[config.mk]
export PLATFORM = sky130hd
export DESIGN_NAME = fcsm_host
export DESIGN_NICKNAME = d
export VERILOG_FILES = /design/src/shared/fcsm_pkg.sv /design/src/fcsm_host.sv
export VERILOG_INCLUDE_DIRS = /design/src /design/src/shared
export SDC_FILE = /design/constraint.sdc
export NUM_CORES = 1
export LEC_CHECK = 0
export ABC_AREA = 1
export BUFFER_PORTS_ARGS = -buffer_cell sky130_fd_sc_hd__buf_4
export CAP_MARGIN = 0
export CORE_ASPECT_RATIO = 1.5
export CORE_MARGIN = 3
export CORE_UTILIZATION = 50
export DETAILED_ROUTE_END_ITERATION = 8
export PLACE_DENSITY_LB_ADDON = 0.25
export RECOVER_POWER = 25
export SLEW_MARGIN = 15
export SYNTH_ARGS = -nofsm -noshare
export SYNTH_HDL_FRONTEND = slang
export SYNTH_SLANG_ARGS = --single-unit
[constraint.sdc]
create_clock -name aclk -period 2.2 [get_ports aclk]
set_input_delay 0.44 -clock aclk [delete_from_list [all_inputs] [get_ports aclk]]
set_output_delay 0.44 -clock aclk [all_outputs]
set_load 0.01 [all_outputs]
[src/shared/fcsm_consts.svh]
// Constants for the flash command sequencer host controller
`ifndef FCSM_CONSTS_SVH
`define FCSM_CONSTS_SVH
// Register offsets (byte addresses)
`define FCSM_REG_CTRL    4'h0
`define FCSM_REG_ADDR    4'h4
`define FCSM_REG_WDATA   4'h8
`define FCSM_REG_STATUS  4'hC
// Control fields
`define FCSM_CMD_LSB     0
`define FCSM_CMD_MSB     2
`define FCSM_CTRL_START  3
`define FCSM_CTRL_BYTE   4
// Command codes
`define FCSM_OP_READ     3'h0
`define FCSM_OP_RESET    3'h1
`define FCSM_OP_AUTOSEL  3'h2
`define FCSM_OP_PROGRAM  3'h3
`define FCSM_OP_WRITE    3'h4
// Unlock and command patterns, configurable
`define FCSM_UNLOCK1_ADDR 20'h0_0555
`define FCSM_UNLOCK1_DATA 16'h00AA
`define FCSM_UNLOCK2_ADDR 20'h0_02AA
`define FCSM_UNLOCK2_DATA 16'h0055
`define FCSM_RESET_DATA   16'h00F0
`define FCSM_AUTOSEL_DATA 16'h0090
`define FCSM_PROGRAM_DATA 16'h00A0
// Strobe timing: 20 ns clock, pulses far above the 5 ns glitch filter
`define FCSM_CLK_NS      20
`define FCSM_GLITCH_NS   5
`define FCSM_PHASE_CYC   2
`define FCSM_SLOT_MSB    2
`define FCSM_BUS_RESP_OK 2'b00
`define FCSM_BUS_RESP_ERR 2'b10
`endif

[src/shared/fcsm_pkg.sv]
// Types for the flash command sequencer host controller
package fcsm_pkg;
	typedef enum logic [2:0] {
		FCSM_IDLE,
		FCSM_SETUP,
		FCSM_STROBE,
		FCSM_HOLD,
		FCSM_RSETUP,
		FCSM_RSAMPLE,
		FCSM_DONE
	} fcsm_state_type;
endpackage : fcsm_pkg

[src/fcsm_host.sv]
// Host controller that drives the flash command state machine over its strobes
// Notes on behaviour
// [RULE1] Protected sectors refuse program and erase
// [RULE2] High reset voltage temporarily unprotects sectors
// [RULE3] Glitches under 5 ns start nothing
// [RULE4] Write needs chip select, strobe low, enable high
// [RULE5] Power-up write held low is ignored
// [RULE6] Bad sequence returns device to array read
// [RULE7] Address on later fall, data earlier rise
// [RULE8] Embedded operation ends in array read
// [RULE9] Suspended sector reads return status data
// [RULE10] Host resets after timeout flag or autoselect
// [RULE11] Reset aborts erase sequence before erasure
// [RULE12] Reset aborts program sequence before programming
// [RULE13] Only reset leaves autoselect mode
// [RULE14] Reset recovers after timing-exceeded flag
// [RULE15] Autoselect: two unlocks then command, many reads
// [RULE16] Autoselect reads give maker and device codes
// [RULE17] Sector address read gives protection bit
// [RULE18] Program is four writes, width by byte pin
// [RULE19] Running program ignores commands, reset stops it
// [RULE20] Progress on status bits and ready/busy
// [RULE21] Program never turns zero into one
// [RULE22] Low supply blocks writes and resets device
// [RULE23] Reset pin low ends operations, floats outputs
// [RULE24] Unlock and command patterns are configurable constants
`timescale 1ns/1ps
`include "fcsm_consts.svh"

module fcsm_host #(
	parameter int ADDR_W = 20,
	parameter int DATA_W = 16
) (
	// Clock and reset
	input  wire logic              aclk,
	input  wire logic              aresetn,
	// AXI4-Lite write
	input  wire logic [3:0]        s_axi_awaddr,
	input  wire logic              s_axi_awvalid,
	output logic                   s_axi_awready,
	input  wire logic [31:0]       s_axi_wdata,
	input  wire logic [3:0]        s_axi_wstrb,
	input  wire logic              s_axi_wvalid,
	output logic                   s_axi_wready,
	output logic [1:0]             s_axi_bresp,
	output logic                   s_axi_bvalid,
	input  wire logic              s_axi_bready,
	// AXI4-Lite read
	input  wire logic [3:0]        s_axi_araddr,
	input  wire logic              s_axi_arvalid,
	output logic                   s_axi_arready,
	output logic [31:0]            s_axi_rdata,
	output logic [1:0]             s_axi_rresp,
	output logic                   s_axi_rvalid,
	input  wire logic              s_axi_rready,
	// Flash pins
	output logic [ADDR_W-1:0]      flash_addr,
	input  wire logic [DATA_W-1:0] flash_dq_in,
	output logic [DATA_W-1:0]      flash_dq_out,
	output logic                   flash_dq_oe,
	output logic                   flash_chip_sel_n,
	output logic                   flash_out_en_n,
	output logic                   flash_write_n,
	output logic                   flash_byte_n,
	output logic                   flash_reset_n,
	input  wire logic              ready_busy_n
);

	//------------------------------------------------------------
	// Register file
	//------------------------------------------------------------
	logic [2:0]        cmd, next_cmd;
	logic              byte_mode, next_byte_mode;
	logic [ADDR_W-1:0] op_addr, next_op_addr;
	logic [DATA_W-1:0] op_data, next_op_data;
	logic [DATA_W-1:0] rd_data, next_rd_data;
	logic              aw_hold, next_aw_hold, w_hold, next_w_hold;
	logic [3:0]        aw_addr, next_aw_addr;
	logic [31:0]       w_data, next_w_data;
	logic [3:0]        w_strb, next_w_strb;
	logic              bvalid, next_bvalid, rvalid, next_rvalid;
	logic [1:0]        bresp, next_bresp, rresp, next_rresp;
	logic [31:0]       rdata, next_rdata;
	logic              start_pulse;

	// Sequencer state
	fcsm_pkg::fcsm_state_type state, next_state;
	logic [`FCSM_SLOT_MSB:0]  slot, next_slot;
	logic [`FCSM_SLOT_MSB:0]  nslots;
	logic [1:0]               tcnt, next_tcnt;
	logic [ADDR_W-1:0]        cyc_addr;
	logic [DATA_W-1:0]        cyc_data;
	logic                     cyc_read;
	logic                     busy;

	assign busy = (state != fcsm_pkg::FCSM_IDLE);

	function automatic logic sel_ok(input logic [3:0] a);
		sel_ok = (a == `FCSM_REG_CTRL) || (a == `FCSM_REG_ADDR)
			|| (a == `FCSM_REG_WDATA) || (a == `FCSM_REG_STATUS);
	endfunction : sel_ok

	assign s_axi_awready = !aw_hold && !bvalid;
	assign s_axi_wready  = !w_hold && !bvalid;
	assign s_axi_arready = !rvalid;
	assign s_axi_bvalid  = bvalid;
	assign s_axi_bresp   = bresp;
	assign s_axi_rvalid  = rvalid;
	assign s_axi_rresp   = rresp;
	assign s_axi_rdata   = rdata;

	always_comb
	begin
		logic have_aw;
		logic have_w;
		logic [3:0] a;
		logic [31:0] d;
		have_aw = aw_hold || (s_axi_awvalid && s_axi_awready);
		have_w  = w_hold || (s_axi_wvalid && s_axi_wready);
		a = aw_hold ? aw_addr : s_axi_awaddr;
		d = w_hold ? w_data : s_axi_wdata;
		next_aw_hold = aw_hold;
		next_w_hold = w_hold;
		next_aw_addr = aw_addr;
		next_w_data = w_data;
		next_w_strb = w_hold ? w_strb : s_axi_wstrb;
		next_bvalid = bvalid;
		next_bresp = bresp;
		next_cmd = cmd;
		next_byte_mode = byte_mode;
		next_op_addr = op_addr;
		next_op_data = op_data;
		start_pulse = 1'b0;
		if (bvalid && s_axi_bready)
			next_bvalid = 1'b0;
		if (have_aw && have_w)
		begin
			next_aw_hold = 1'b0;
			next_w_hold = 1'b0;
			next_bvalid = 1'b1;
			next_bresp = sel_ok(a) ? `FCSM_BUS_RESP_OK : `FCSM_BUS_RESP_ERR;
			// Writes while busy are dropped so a sequence is never torn apart
			if (a == `FCSM_REG_CTRL && next_w_strb[0] && !busy)
			begin
				next_cmd = d[`FCSM_CMD_MSB:`FCSM_CMD_LSB];
				next_byte_mode = d[`FCSM_CTRL_BYTE];
				start_pulse = d[`FCSM_CTRL_START];
			end
			else if (a == `FCSM_REG_ADDR && !busy)
				next_op_addr = d[ADDR_W-1:0];
			else if (a == `FCSM_REG_WDATA && !busy)
				next_op_data = d[DATA_W-1:0];
		end
		else
		begin
			if (s_axi_awvalid && s_axi_awready)
			begin
				next_aw_hold = 1'b1;
				next_aw_addr = s_axi_awaddr;
			end
			if (s_axi_wvalid && s_axi_wready)
			begin
				next_w_hold = 1'b1;
				next_w_data = s_axi_wdata;
			end
		end
	end

	always_comb
	begin
		next_rvalid = rvalid;
		next_rdata = rdata;
		next_rresp = rresp;
		if (rvalid && s_axi_rready)
			next_rvalid = 1'b0;
		if (s_axi_arvalid && s_axi_arready)
		begin
			next_rvalid = 1'b1;
			next_rresp = sel_ok(s_axi_araddr) ? `FCSM_BUS_RESP_OK : `FCSM_BUS_RESP_ERR;
			if (s_axi_araddr == `FCSM_REG_CTRL)
				next_rdata = {27'h000_0000, byte_mode, 1'b0, cmd};
			else if (s_axi_araddr == `FCSM_REG_ADDR)
				next_rdata = 32'(op_addr);
			else if (s_axi_araddr == `FCSM_REG_WDATA)
				next_rdata = 32'(op_data);
			else if (s_axi_araddr == `FCSM_REG_STATUS)
				// Busy, device ready/busy and last data read (status bits included)
				next_rdata = {14'h0000, ready_busy_n, busy, rd_data}; // [RULE20]
			else
				next_rdata = 32'h0000_0000;
		end
	end

	//------------------------------------------------------------
	// Bus cycle sequencer
	//------------------------------------------------------------
	// Each slot is one write or read cycle on the flash pins
	always_comb
	begin
		nslots = 3'd1;
		cyc_read = 1'b0;
		cyc_addr = op_addr;
		cyc_data = op_data;
		case (cmd)
			`FCSM_OP_READ:
			begin
				cyc_read = 1'b1;
			end
			`FCSM_OP_RESET:
			begin
				cyc_data = `FCSM_RESET_DATA; // [RULE10]
			end
			`FCSM_OP_AUTOSEL, `FCSM_OP_PROGRAM:
			begin
				nslots = (cmd == `FCSM_OP_PROGRAM) ? 3'd4 : 3'd3; // [RULE18] [RULE15]
				if (slot == 3'd0)
				begin
					cyc_addr = ADDR_W'(`FCSM_UNLOCK1_ADDR); // [RULE24]
					cyc_data = `FCSM_UNLOCK1_DATA;
				end
				else if (slot == 3'd1)
				begin
					cyc_addr = ADDR_W'(`FCSM_UNLOCK2_ADDR);
					cyc_data = `FCSM_UNLOCK2_DATA;
				end
				else if (slot == 3'd2)
				begin
					cyc_addr = ADDR_W'(`FCSM_UNLOCK1_ADDR);
					cyc_data = (cmd == `FCSM_OP_PROGRAM) ? `FCSM_PROGRAM_DATA
						: `FCSM_AUTOSEL_DATA;
				end
			end
			default:
			begin
				nslots = 3'd1;
			end
		endcase
	end

	always_comb
	begin
		next_state = state;
		next_slot = slot;
		next_tcnt = tcnt;
		next_rd_data = rd_data;
		case (state)
			fcsm_pkg::FCSM_IDLE:
				if (start_pulse)
				begin
					next_slot = 3'd0;
					next_tcnt = 2'd0;
					next_state = fcsm_pkg::FCSM_SETUP;
				end
			fcsm_pkg::FCSM_SETUP:
			begin
				next_tcnt = 2'd0;
				next_state = cyc_read ? fcsm_pkg::FCSM_RSETUP : fcsm_pkg::FCSM_STROBE;
			end
			// Strobe low for two clocks, well above the glitch filter
			fcsm_pkg::FCSM_STROBE:
				if (tcnt == 2'(`FCSM_PHASE_CYC - 1)) // [RULE3]
				begin
					next_tcnt = 2'd0;
					next_state = fcsm_pkg::FCSM_HOLD;
				end
				else
					next_tcnt = tcnt + 2'd1;
			fcsm_pkg::FCSM_HOLD:
				if (slot == nslots - 3'd1)
					next_state = fcsm_pkg::FCSM_DONE;
				else
				begin
					next_slot = slot + 3'd1;
					next_state = fcsm_pkg::FCSM_SETUP;
				end
			fcsm_pkg::FCSM_RSETUP:
				if (tcnt == 2'(`FCSM_PHASE_CYC - 1))
					next_state = fcsm_pkg::FCSM_RSAMPLE;
				else
					next_tcnt = tcnt + 2'd1;
			fcsm_pkg::FCSM_RSAMPLE:
			begin
				next_rd_data = flash_dq_in; // [RULE9] [RULE16] [RULE17]
				next_state = fcsm_pkg::FCSM_DONE;
			end
			fcsm_pkg::FCSM_DONE:
				next_state = fcsm_pkg::FCSM_IDLE;
			default:
				next_state = fcsm_pkg::FCSM_IDLE;
		endcase
	end

	always_ff @(posedge aclk)
	begin
		if (!aresetn)
		begin
			state <= fcsm_pkg::FCSM_IDLE;
			slot <= 3'd0;
			tcnt <= 2'd0;
			rd_data <= '0;
			cmd <= `FCSM_OP_READ;
			byte_mode <= 1'b0;
			op_addr <= '0;
			op_data <= '0;
			aw_hold <= 1'b0;
			w_hold <= 1'b0;
			aw_addr <= 4'h0;
			w_data <= 32'h0000_0000;
			w_strb <= 4'h0;
			bvalid <= 1'b0;
			bresp <= `FCSM_BUS_RESP_OK;
			rvalid <= 1'b0;
			rresp <= `FCSM_BUS_RESP_OK;
			rdata <= 32'h0000_0000;
		end
		else
		begin
			state <= next_state;
			slot <= next_slot;
			tcnt <= next_tcnt;
			rd_data <= next_rd_data;
			cmd <= next_cmd;
			byte_mode <= next_byte_mode;
			op_addr <= next_op_addr;
			op_data <= next_op_data;
			aw_hold <= next_aw_hold;
			w_hold <= next_w_hold;
			aw_addr <= next_aw_addr;
			w_data <= next_w_data;
			w_strb <= next_w_strb;
			bvalid <= next_bvalid;
			bresp <= next_bresp;
			rvalid <= next_rvalid;
			rresp <= next_rresp;
			rdata <= next_rdata;
		end
	end

	//------------------------------------------------------------
	// Pin drive, all from flip-flops
	//------------------------------------------------------------
	// Output enable stays high on writes so the write is never inhibited
	// Pins follow the state one cycle late, so address and data settle a full
	// cycle before the strobe falls instead of moving on the same edge
	always_ff @(posedge aclk)
	begin
		if (!aresetn)
		begin
			flash_addr <= '0;
			flash_dq_out <= '0;
			flash_dq_oe <= 1'b0;
			flash_chip_sel_n <= 1'b1;
			flash_out_en_n <= 1'b1;
			flash_write_n <= 1'b1;
			flash_byte_n <= 1'b1;
			flash_reset_n <= 1'b0; // [RULE23]
		end
		else
		begin
			flash_reset_n <= 1'b1;
			flash_addr <= cyc_addr;
			flash_dq_out <= cyc_data;
			flash_byte_n <= !byte_mode; // [RULE18]
			flash_dq_oe <= (state == fcsm_pkg::FCSM_STROBE)
				|| (state == fcsm_pkg::FCSM_HOLD);
			flash_chip_sel_n <= !((state == fcsm_pkg::FCSM_STROBE)
				|| (state == fcsm_pkg::FCSM_RSETUP)
				|| (state == fcsm_pkg::FCSM_RSAMPLE));
			flash_write_n <= !(state == fcsm_pkg::FCSM_STROBE); // [RULE4]
			flash_out_en_n <= !((state == fcsm_pkg::FCSM_RSETUP)
				|| (state == fcsm_pkg::FCSM_RSAMPLE));
		end
	end

	//------------------------------------------------------------
	// Checks
	//------------------------------------------------------------
	AST_WRITE_OE_HIGH: assert property (@(posedge aclk) disable iff (!aresetn) // [RULE4]
		!flash_write_n |-> (flash_out_en_n && !flash_chip_sel_n))
		else $error("write strobe low while output enable low");
	AST_WRITE_WIDTH: assert property (@(posedge aclk) disable iff (!aresetn) // [RULE3]
		$fell(flash_write_n) |-> !flash_write_n [*2] ##1 flash_write_n)
		else $error("write strobe pulse not two cycles");
	AST_DATA_DRIVEN: assert property (@(posedge aclk) disable iff (!aresetn) // [RULE7]
		$rose(flash_write_n) |-> flash_dq_oe)
		else $error("data not held at strobe rise");
	AST_RESET_WORD: assert property (@(posedge aclk) disable iff (!aresetn) // [RULE10]
		(!flash_write_n && cmd == `FCSM_OP_RESET) |-> flash_dq_out == `FCSM_RESET_DATA)
		else $error("reset command data wrong");
	AST_UNLOCK_FIRST: assert property (@(posedge aclk) disable iff (!aresetn) // [RULE24]
		(state == fcsm_pkg::FCSM_STROBE && slot == 3'd0 && cmd == `FCSM_OP_PROGRAM)
		|-> flash_addr == ADDR_W'(`FCSM_UNLOCK1_ADDR))
		else $error("first unlock address wrong");
	AST_PROG_LEN: assert property (@(posedge aclk) disable iff (!aresetn) // [RULE18]
		(state == fcsm_pkg::FCSM_DONE && cmd == `FCSM_OP_PROGRAM) |-> $past(slot) == 3'd3)
		else $error("program sequence not four cycles");
	AST_NO_READ_DRIVE: assert property (@(posedge aclk) disable iff (!aresetn) // [RULE23]
		!flash_out_en_n |-> !flash_dq_oe)
		else $error("bus driven during read");
	AST_DONE_IDLE: assert property (@(posedge aclk) disable iff (!aresetn) // [RULE15]
		state == fcsm_pkg::FCSM_DONE |=> state == fcsm_pkg::FCSM_IDLE)
		else $error("sequencer stuck after done");
	COV_PROGRAM: cover property (@(posedge aclk) disable iff (!aresetn)
		state == fcsm_pkg::FCSM_DONE && cmd == `FCSM_OP_PROGRAM);
	COV_AUTOSEL: cover property (@(posedge aclk) disable iff (!aresetn)
		state == fcsm_pkg::FCSM_DONE && cmd == `FCSM_OP_AUTOSEL);
	COV_READ: cover property (@(posedge aclk) disable iff (!aresetn)
		state == fcsm_pkg::FCSM_RSAMPLE);

endmodule : fcsm_host

==> results of run 1 <==
==> worst max-delay path, delay by kind of cell <==
kind	cells	cell delay (ps)
AO/OA/AOI/OAI	2	530
buffers and inverters	2	1300
==> area by class of cell <==
cell class / count / area (um2)
sequential: 157 / 3140
multi-input combinational: 528 / 2820
clock buffer: 19 / 443
timing repair buffer: 142 / 886
clock inverter: 12 / 113
tap: 156 / 195
fill: 1211 / 4700
inverter: 106 / 400
==> worst max path at each step <==
stage                          from  slack [ps]         endpoint  cells after the start
floorplan           s_axi_araddr[1]         650  s_axi_rdata[10]                      5
CTS                          w_hold         230      op_addr[12]                      6
detailed placement           w_hold         240      op_addr[12]                      6
global placement       s_axi_wvalid         250       op_addr[4]                      9
finish                      aresetn         230    flash_addr[4]                      4
global route                 w_hold           9      op_addr[12]                      6
==> through the flow <==
stage	setup slack [ps]	cells	util	hold slack, ps	total power, mW
6_report	230	1120	0.630	257	7.08
5_1_grt	9.45	1120	0.630	261	7.42
4_1_cts	227	1120	0.646	251	7.13
3_5_place_dp	236	1089	0.602	440	4.38
3_3_place_gp	251	1089	0.602	442	4.36
2_1_floorplan	649	848	-	371	4.03
==> where the power goes <==
part / total [mW] / switching (mW) / leakage [nW] / internal [mW]
combinational: 1.17 / 0.751 / 1.61 / 0.416
clock: 2.76 / 1.18 / 0.270 / 1.59
sequential: 3.15 / 0.126 / 1.27 / 3.02
==> kinds of logic (layout without fill, tap and decap cells) <==
group                    after synthesis  count (layout)  synth area share
XOR/XNOR                               1               1           0.00132
AND/OR/NAND/NOR                      257             257             0.178
other                                  1              14          0.000567
adder cells (fa/ha/maj)                6               6            0.0114
AO/OA/AOI/OAI                        250             250             0.227
flip-flops                           157             157             0.475
buffers and inverters                163             279             0.106
==> layout by cell type, fill, tap and decap left out, types with 3 or more instances in the layout <==
cell	instances
nand3b_1	4
nand3_1	11
nand2_1	94
nor2_1	87
nor2_2	8
ha_1	6
clkbuf_16	17
conb_1	14
a211oi_2	14
inv_1	100
a211oi_1	10
or2_2	16
clkinv_4	3
buf_4	89
o21ai_0	101
inv_6	3
nor3_1	19
clkbuf_1	51
clkinv_2	3
dfxtp_1	157
a21oi_1	76
o21ai_1	5
inv_2	5
a31oi_1	9
o211ai_1	15
o221ai_1	13
nand2_2	5
==> flip-flops by register name (all words and copies together) (netlist names), 2 cells and up <==
name	flops
flash_addr	20
op_addr	20
s_axi_rdata	20
w_data	20
flash_dq_out	16
op_data	16
rd_data	16
aw_addr	4
cmd	3
slot	3
state	3
tcnt	2
==> Yosys cell counts (all sizes together) <==
master,count
a2111oi,1
a211oi,24
a21oi,76
a31oi,9
a41oi,2
buf,24
clkbuf,33
conb,1
dfxtp,157
ha,6
inv,106
nand2,101
nand3,12
nand3b,4
nand4,3
nor2,98
nor3,20
nor4,1
o2111ai,2
o211ai,15
o21a,1
o21ai,106
o221ai,13
o22ai,1
or2,18
xnor2,1
==> metal layers <==
layer	wire length (um)	track usage	part of all wire	up-vias
met5	0	0	0	-
met4	347	0.0759	0.020	0
met3	1320	0.0437	0.078	36
met2	8300	0.385	0.49	233
met1	6980	0.293	0.41	2719
li1	-	-	-	2974
==> run summary, run 1 <==
outcome: completed
Mapped Area: 6610 um2
CTS tree: done
CTS sink cnt: 157
hold crit path type: in2reg
pwr/cell area: 885 nW/um2
GRT Util Overall: 0.229
DR WL/cell: 15.1 um
first-pass GRT wire length: 27200 um
synth top area cells: dfxtp_1 48%, o21ai_0 7.6%, a21oi_1 5.8%
Avg Inst Size Synth: 7.92 um2
design area: 8000 um2
Initial Utilization: 0.521
Slew @ Worst Pin: 1230 ps
Total Wirelength: 16900 um
min Tclk post-route: 1970 ps
cell taking the most area after synthesis: dfxtp_1
dpl hpwl: 12100 um
r2r setup slk: 240 ps
nets: 1026
Worst Hold Launch: s_axi_wdata[5]
Crit-path slowest cell: clkbuf_1
Yosys reg bits: 157
final antenna-violating net count: 0
Post-CTS Resized: 0
total grt overflow: 0
vias: 5962
Post-CTS Hold Buffers: 0
Final Wtd Congestion: 0.886
post-synth top area share: 0.475
DP Area: 7650 um2
largest net degree at the start of global routing: 46
vias in the first global route: 5552
clk root buf: clkbuf_16
max cap viols: 0
Layout area overhead: 20.9%
die width: 99.9 um
DRC Markers: 0
cell repeated most along the worst path: clkbuf_1
CP required: 2510 ps
die area: 14700 um2
I/O pin count: 151
Worst IR Drop VDD: 0.543 mV
Die Ht: 147 um
Min-Delay Endpoint: w_data[5]
WP data arrival: 2280 ps
hold-critical path depth: 3
Worst Setup End Kind: flip-flop
setup TNS: 0 ps
reg2reg path depth: 6
Diodes inserted: 0
Clock Tree Buf Depth: 2
CP cell instances: clkbuf_1, clkbuf_1, o21ai_0, a211oi_1
Iteration-0 DRC Markers: 310
critical path type: in2reg
Num CTS Buffers: 17
critical path's largest stage delay: 950 ps
core area: 12700 um2
R2R Path End: op_addr[12]
post-DR vias/cell: 5.32
later-pin clock latency in the skew report: 420 ps
setup repair bufs after CTS: 0
IO Port Bufs: 121
reg2reg start: w_hold
FMAX: 508 MHz
Max Slew Vio Count: 0
critical path peak fanout: 34
initial antenna violation count: 0
endpoints failing setup: 0
row count: 50
Fin. Hold Viols: 0
drt pass-1 iters: 5
relative slew slack: 0.177
RSZ-0062 raised after global routing: no
final period utilization: 0.895
Distinct cells, synth: 41
clock transition at the registers of the reported paths: 60 ps
startpoint types: input port
Cells after Synth: 835
Leak: 3.16 nW
Setup Skew: 7.79 ps
Seq/Total Area, Yosys: 0.475
layout cells sized above 1: 0.186
Warnings, synthesis: 0
htree depth: 4
(Power assumes the default switching activity.)
==> inputs of run 2 (changes only) <==
--- a/config.mk
+++ b/config.mk
@@ -11,10 +11,11 @@
 export CAP_MARGIN = 0
 export CORE_ASPECT_RATIO = 1.5
 export CORE_MARGIN = 3
-export CORE_UTILIZATION = 50
+export CORE_UTILIZATION = 49
 export DETAILED_ROUTE_END_ITERATION = 8
 export PLACE_DENSITY_LB_ADDON = 0.25
 export RECOVER_POWER = 25
+export SKIP_CTS_REPAIR_TIMING = 1
 export SLEW_MARGIN = 15
 export SYNTH_ARGS = -nofsm -noshare
 export SYNTH_HDL_FRONTEND = slang
==> constraint.sdc (replaced) <==
create_clock -name aclk -period 1.75 [get_ports aclk]
set_input_delay 0.35 -clock aclk [delete_from_list [all_inputs] [get_ports aclk]]
set_output_delay 0.35 -clock aclk [all_outputs]
set_load 0.01 [all_outputs]
==> run summary, run 2 (synthesis results as in run 1) <==
Layout fillers: 1186 (-2.1%)
max cap viols: 0 (unchanged)
Num CTS Buffers: 17 (unchanged)
Iteration-0 DRC Markers: 321 (+3.5%)
row count: 51 (+2.0%)
Design Power: 8.94 mW (+26%)
Worst Setup End Kind: flip-flop
multi-input logic area: 2880 um2 (+2.2%)
I/O pin count: 151 (unchanged)
reg2reg path depth: 7 (+1)
die area: 15000 um2 (+1.9%)
critical path type: reg2reg
startpoint types: flip-flop
htree depth: 4 (unchanged)
CTS tree: done
drt pass-1 iters: 5 (unchanged)
final period utilization: 0.970
Initial Utilization: 0.506 (-0.0152)
Worst IR Drop VDD: 0.651 mV (+20%)
post-layout util: 0.638 (+0.00794)
WP data arrival: 2000 ps (-280 ps)
largest net degree at the start of global routing: 44 (-4.3%)
critical path peak fanout: 8 (-76%)
Layout area overhead: 26.1%
CP required: 2050 ps (-460 ps)
endpoints failing setup: 0 (unchanged)
dpl hpwl: 12200 um (+0.97%)
GRT Util Overall: 0.220 (-0.00854)
layout cells sized above 1: 0.226 (+0.0399)
Min-Delay Endpoint: w_data[12]
R2R Path End: op_addr[1]
most common cell after layout, fill and taps aside: dfxtp_1
Worst Hold Launch: s_axi_wdata[12]
Hold Worst Slack: 160 ps (-96.8 ps)
DRC Markers: 0 (unchanged)
Fin. Hold Viols: 0 (unchanged)
pwr/cell area: 1070 nW/um2 (+21%)
relative slew slack: 0.534 (+0.356)
total grt overflow: 0 (unchanged)
Diodes inserted: 0 (unchanged)
Final Wtd Congestion: 0.866 (-2.2%)
IO Port Bufs: 121 (unchanged)
nets: 1054 (+2.7%)
Die Ht: 148 um (+0.97%)
hold-critical path depth: 3 (unchanged)
Clock Tree Buf Depth: 2 (unchanged)
final antenna-violating net count: 0 (unchanged)
Slew @ Worst Pin: 699 ps (-534 ps)
post-DR vias/cell: 5.23 (-1.8%)
vias in the first global route: 5476 (-1.4%)
Setup Skew: 6.88 ps (-0.906 ps)
Total Wirelength: 16900 um (-0.54%)
hold crit path type: in2reg
outcome: completed
first-pass GRT wire length: 26200 um (-3.5%)
clk root buf: clkbuf_16
Register Area: 3160 um2 (+0.40%)
Leak: 3.30 nW (+4.6%)
min Tclk post-route: 1700 ps
clock transition at the registers of the reported paths: 60 ps (about the same)
reg2reg start: s_axi_bvalid
core area: 13100 um2 (+3.0%)
die width: 101 um (+0.96%)
r2r setup slk: 50 ps (-190 ps)
later-pin clock latency in the skew report: 420 ps (about the same)
Max Slew Vio Count: 0 (unchanged)
initial antenna violation count: 0 (unchanged)
CTS sink cnt: 157 (unchanged)
most frequent cells in the layout: 151 x dfxtp_1, 115 x buf_4, 98 x inv_1
vias: 6024 (+1.0%)
DR WL/cell: 14.6 um (-3.3%)
FMAX: 589 MHz
## run 2: power breakdown
group / switching [mW] / internal, mW / leakage [nW]
logic: 1.01 / 0.644 / 1.78
registers: 0.150 / 3.80 / 1.28
clock network: 1.48 / 1.86 / 0.243
total: 2.64 / 6.30 / 3.30
## run 2: critical path, stage by stage, from the launching register on
cell and delay (ps):
dfxtp_2 360, nor3_4 260, nor2_4 80, nor2_8 160, nand4_4 220, buf_4 240, o21ai_0 180, a21oi_1 70
## run 2: metal layers
| layer | part of all wire | vias up | global-route usage | wire length, um |
|---|---|---|---|---|
| met1 | 0.43 | 2751 | 0.280 | 7180 |
| met3 | 0.063 | 30 | 0.0422 | 1070 |
| li1 | - | 3047 | - | - |
| met5 | 0 | - | 0 | 0 |
| met4 | 0.021 | 0 | 0.0823 | 355 |
| met2 | 0.49 | 196 | 0.368 | 8260 |
## run 2: how the worst max path moves through the flow
stage                   to    startpoint  depth (start not counted)  slack, ps
2_1_floorplan  op_data[10]  s_axi_bvalid                          9        220
3_3_place_gp    op_addr[4]       aw_hold                          9        -20
3_5_place_dp   op_addr[18]       aw_hold                          9        -20
4_1_cts        op_addr[18]       aw_hold                          9        -60
5_1_grt         op_addr[1]  s_axi_bvalid                          7        -40
6_report        op_addr[1]  s_axi_bvalid                          7         50
## run 2: cell type report
cell class,count,area share
Timing Repair inverter,1,0.000600
Timing Repair Buffer,169,0.139
Sequential cell,157,0.378
Tap cell,159,0.0239
Clock buffer,20,0.0536
Clock inverter,12,0.0110
Multi-Input combinational cell,528,0.345
Inverter,106,0.0485
## run 2: through the flow
stage / cells / instance area [um2] / setup TNS [ps] / worst slack [ps]
after global routing: 1152 / 8340 / -149 / -35.6
after floorplan: 848 / 6660 / 0 / 222
after CTS: 1139 / 8310 / -71.1 / -59.1
final: 1152 / 8340 / 0 / 52.8
after global placement: 1107 / 7770 / -27.4 / -17.9
after detailed placement: 1107 / 7770 / -21.4 / -21.4
==> inputs of run 3 (changes only) <==
--- a/config.mk
+++ b/config.mk
@@ -10,8 +10,8 @@
 export BUFFER_PORTS_ARGS = -buffer_cell sky130_fd_sc_hd__buf_4
 export CAP_MARGIN = 0
 export CORE_ASPECT_RATIO = 1.5
-export CORE_MARGIN = 3
-export CORE_UTILIZATION = 49
+export CORE_MARGIN = 2
+export CORE_UTILIZATION = 30
 export DETAILED_ROUTE_END_ITERATION = 8
 export PLACE_DENSITY_LB_ADDON = 0.25
 export RECOVER_POWER = 25
==> run summary, run 3 (synthesis results as in run 1) <==
outcome: completed
Max Slew Vio Count: 0 (unchanged)
Layout area overhead: 27.5%
PnR worst setup slack: 73.5 ps (+20.7 ps)
Leak: 3.33 nW (+0.95%)
post-layout util: 0.390 (-0.248)
pre-CTS setup slack: 11.6 ps (+33.0 ps)
RSZ-0062 raised after global routing: yes
Placed Instances: 1229 (+11%)
Num CTS Buffers: 17 (unchanged)
core area: 21600 um2 (+65%)
total grt overflow: 0 (unchanged)
vias: 5858 (-2.8%)
pwr/cell area: 1080 nW/um2 (+0.49%)
I/O pin count: 151 (unchanged)
drt pass-1 iters: 5 (unchanged)
WP data arrival: 2020 ps (+20 ps)
relative slew slack: 0.385 (-0.149)
IO Port Bufs: 121 (unchanged)
layout cells sized above 1: 0.222 (-0.00313)
Fin. Hold Viols: 0 (unchanged)
final antenna-violating net count: 0 (unchanged)
startpoint types: flip-flop
later-pin clock latency in the skew report: 430 ps (about the same)
FMAX: 596 MHz (+1.2%)
Worst Setup End Kind: flip-flop
Initial Utilization: 0.306 (-0.200)
switching share of power: 0.307 (+0.0117)
die area: 23300 um2 (+56%)
Design Power: 9.08 mW (+1.6%)
clk root buf: clkbuf_16
row count: 66 (+29%)
vias in the first global route: 5570 (+1.7%)
final period utilization: 0.958 (-0.0118)
GRT Util Overall: 0.163 (-0.0577)
Layout fillers: 2296 (+94%)
Seq pwr share: 0.433 (-0.009)
clock transition at the registers of the reported paths: 70 ps (about the same)
max cap viols: 0 (unchanged)
M2 GR Usage: 0.282 (-0.0867)
setup TNS: 0 ps (unchanged)
Worst IR Drop VDD: 0.693 mV (+6.5%)
initial antenna violation count: 0 (unchanged)
Diodes inserted: 0 (unchanged)
Global Route met1 Usage: 0.200 (-0.0796)
dpl hpwl: 14200 um (+16%)
Final Wtd Congestion: 0.824 (-4.9%)
min Tclk post-route: 1680 ps (-20.7 ps)
Hold Worst Slack: 147 ps (-12.9 ps)
design area: 8430 um2 (+1.1%)
clock power share: 0.386 (+0.012)
hold crit path type: in2reg
die width: 125 um (+24%)
critical path type: reg2reg
largest net degree at the start of global routing: 50 (+14%)
Slew @ Worst Pin: 923 ps (+223 ps)
nets: 1050 (-0.38%)
GR peak layer: met2
Setup Skew: 10.8 ps (+3.92 ps)
CTS tree: done
post-DR vias/cell: 4.65 (-11%)
htree depth: 4 (unchanged)
Total Wirelength: 18900 um (+12%)
first-pass GRT wire length: 29700 um (+13%)
met3 global-route usage: 0.0377 (-0.00458)
most common cell after layout, fill and taps aside: dfxtp_1
Die Ht: 186 um (+25%)
Comb power frac: 0.181 (-0.004)
DP Area: 8020 um2 (+3.2%)
CP required: 2090 ps (+40 ps)
Cell Count, Final, Fillers Out: 1261 (+9.5%)
CTS sink cnt: 157 (unchanged)
sw power: 2.79 mW (+5.6%)
DR WL/cell: 15.0 um (+2.2%)
endpoints failing setup: 0 (unchanged)
Iteration-0 DRC Markers: 299 (-6.9%)
Clock Tree Buf Depth: 2 (unchanged)
most frequent cells in the layout: 154 x dfxtp_1, 118 x buf_4, 99 x inv_1
DRC Markers: 0 (unchanged)
critical path peak fanout: 13 (+5)
Internal: 6.30 mW (about the same)
[run 3: final cells by class]
type / instances / area (um2) / area share
Timing Repair Buffer: 166 / 1150 / 0.136
Inverter: 106 / 400 / 0.0475
Clock buffer: 17 / 425 / 0.0504
Sequential cell: 157 / 3150 / 0.373
Clock inverter: 15 / 133 / 0.0157
Tap cell: 272 / 340 / 0.0404
Multi-Input combinational cell: 528 / 2840 / 0.337
[run 3: power groups by stage]
stage	registers (mW)	logic (mW)	clock network, mW
floorplan	4.01	1.05	0
global placement	4.00	1.65	0
detailed placement	4.00	1.67	0
CTS	3.92	1.68	3.61
global route	3.95	1.87	3.77
finish	3.93	1.65	3.51
[run 3: final timing paths]
| path | from | to | slack [ps] | cells after the start |
|---|---|---|---|---|
| min | s_axi_wdata[18] | w_data[18] | 150 | 3 |
| max | slot[0] | flash_addr[1] | 70 | 8 |
| min reg2reg | aw_addr[2] | aw_addr[2] | 450 | 2 |
| max reg2reg | slot[0] | flash_addr[1] | 70 | 8 |
[run 3: worst max-delay path, stage by stage (launching register included)]
cell and delay [ps]:
dfxtp_1 330, inv_1 90, ha_1 200, nand2_1 100
nand2_1 110, nor2_2 200, buf_4 240, o21ai_0 130
a21oi_1 190
[run 3: layer usage]
metal	part of all wire	up-vias
met3	0.049	11
li1	-	3032
met2	0.50	142
met4	0.013	0
met5	0	-
met1	0.44	2673
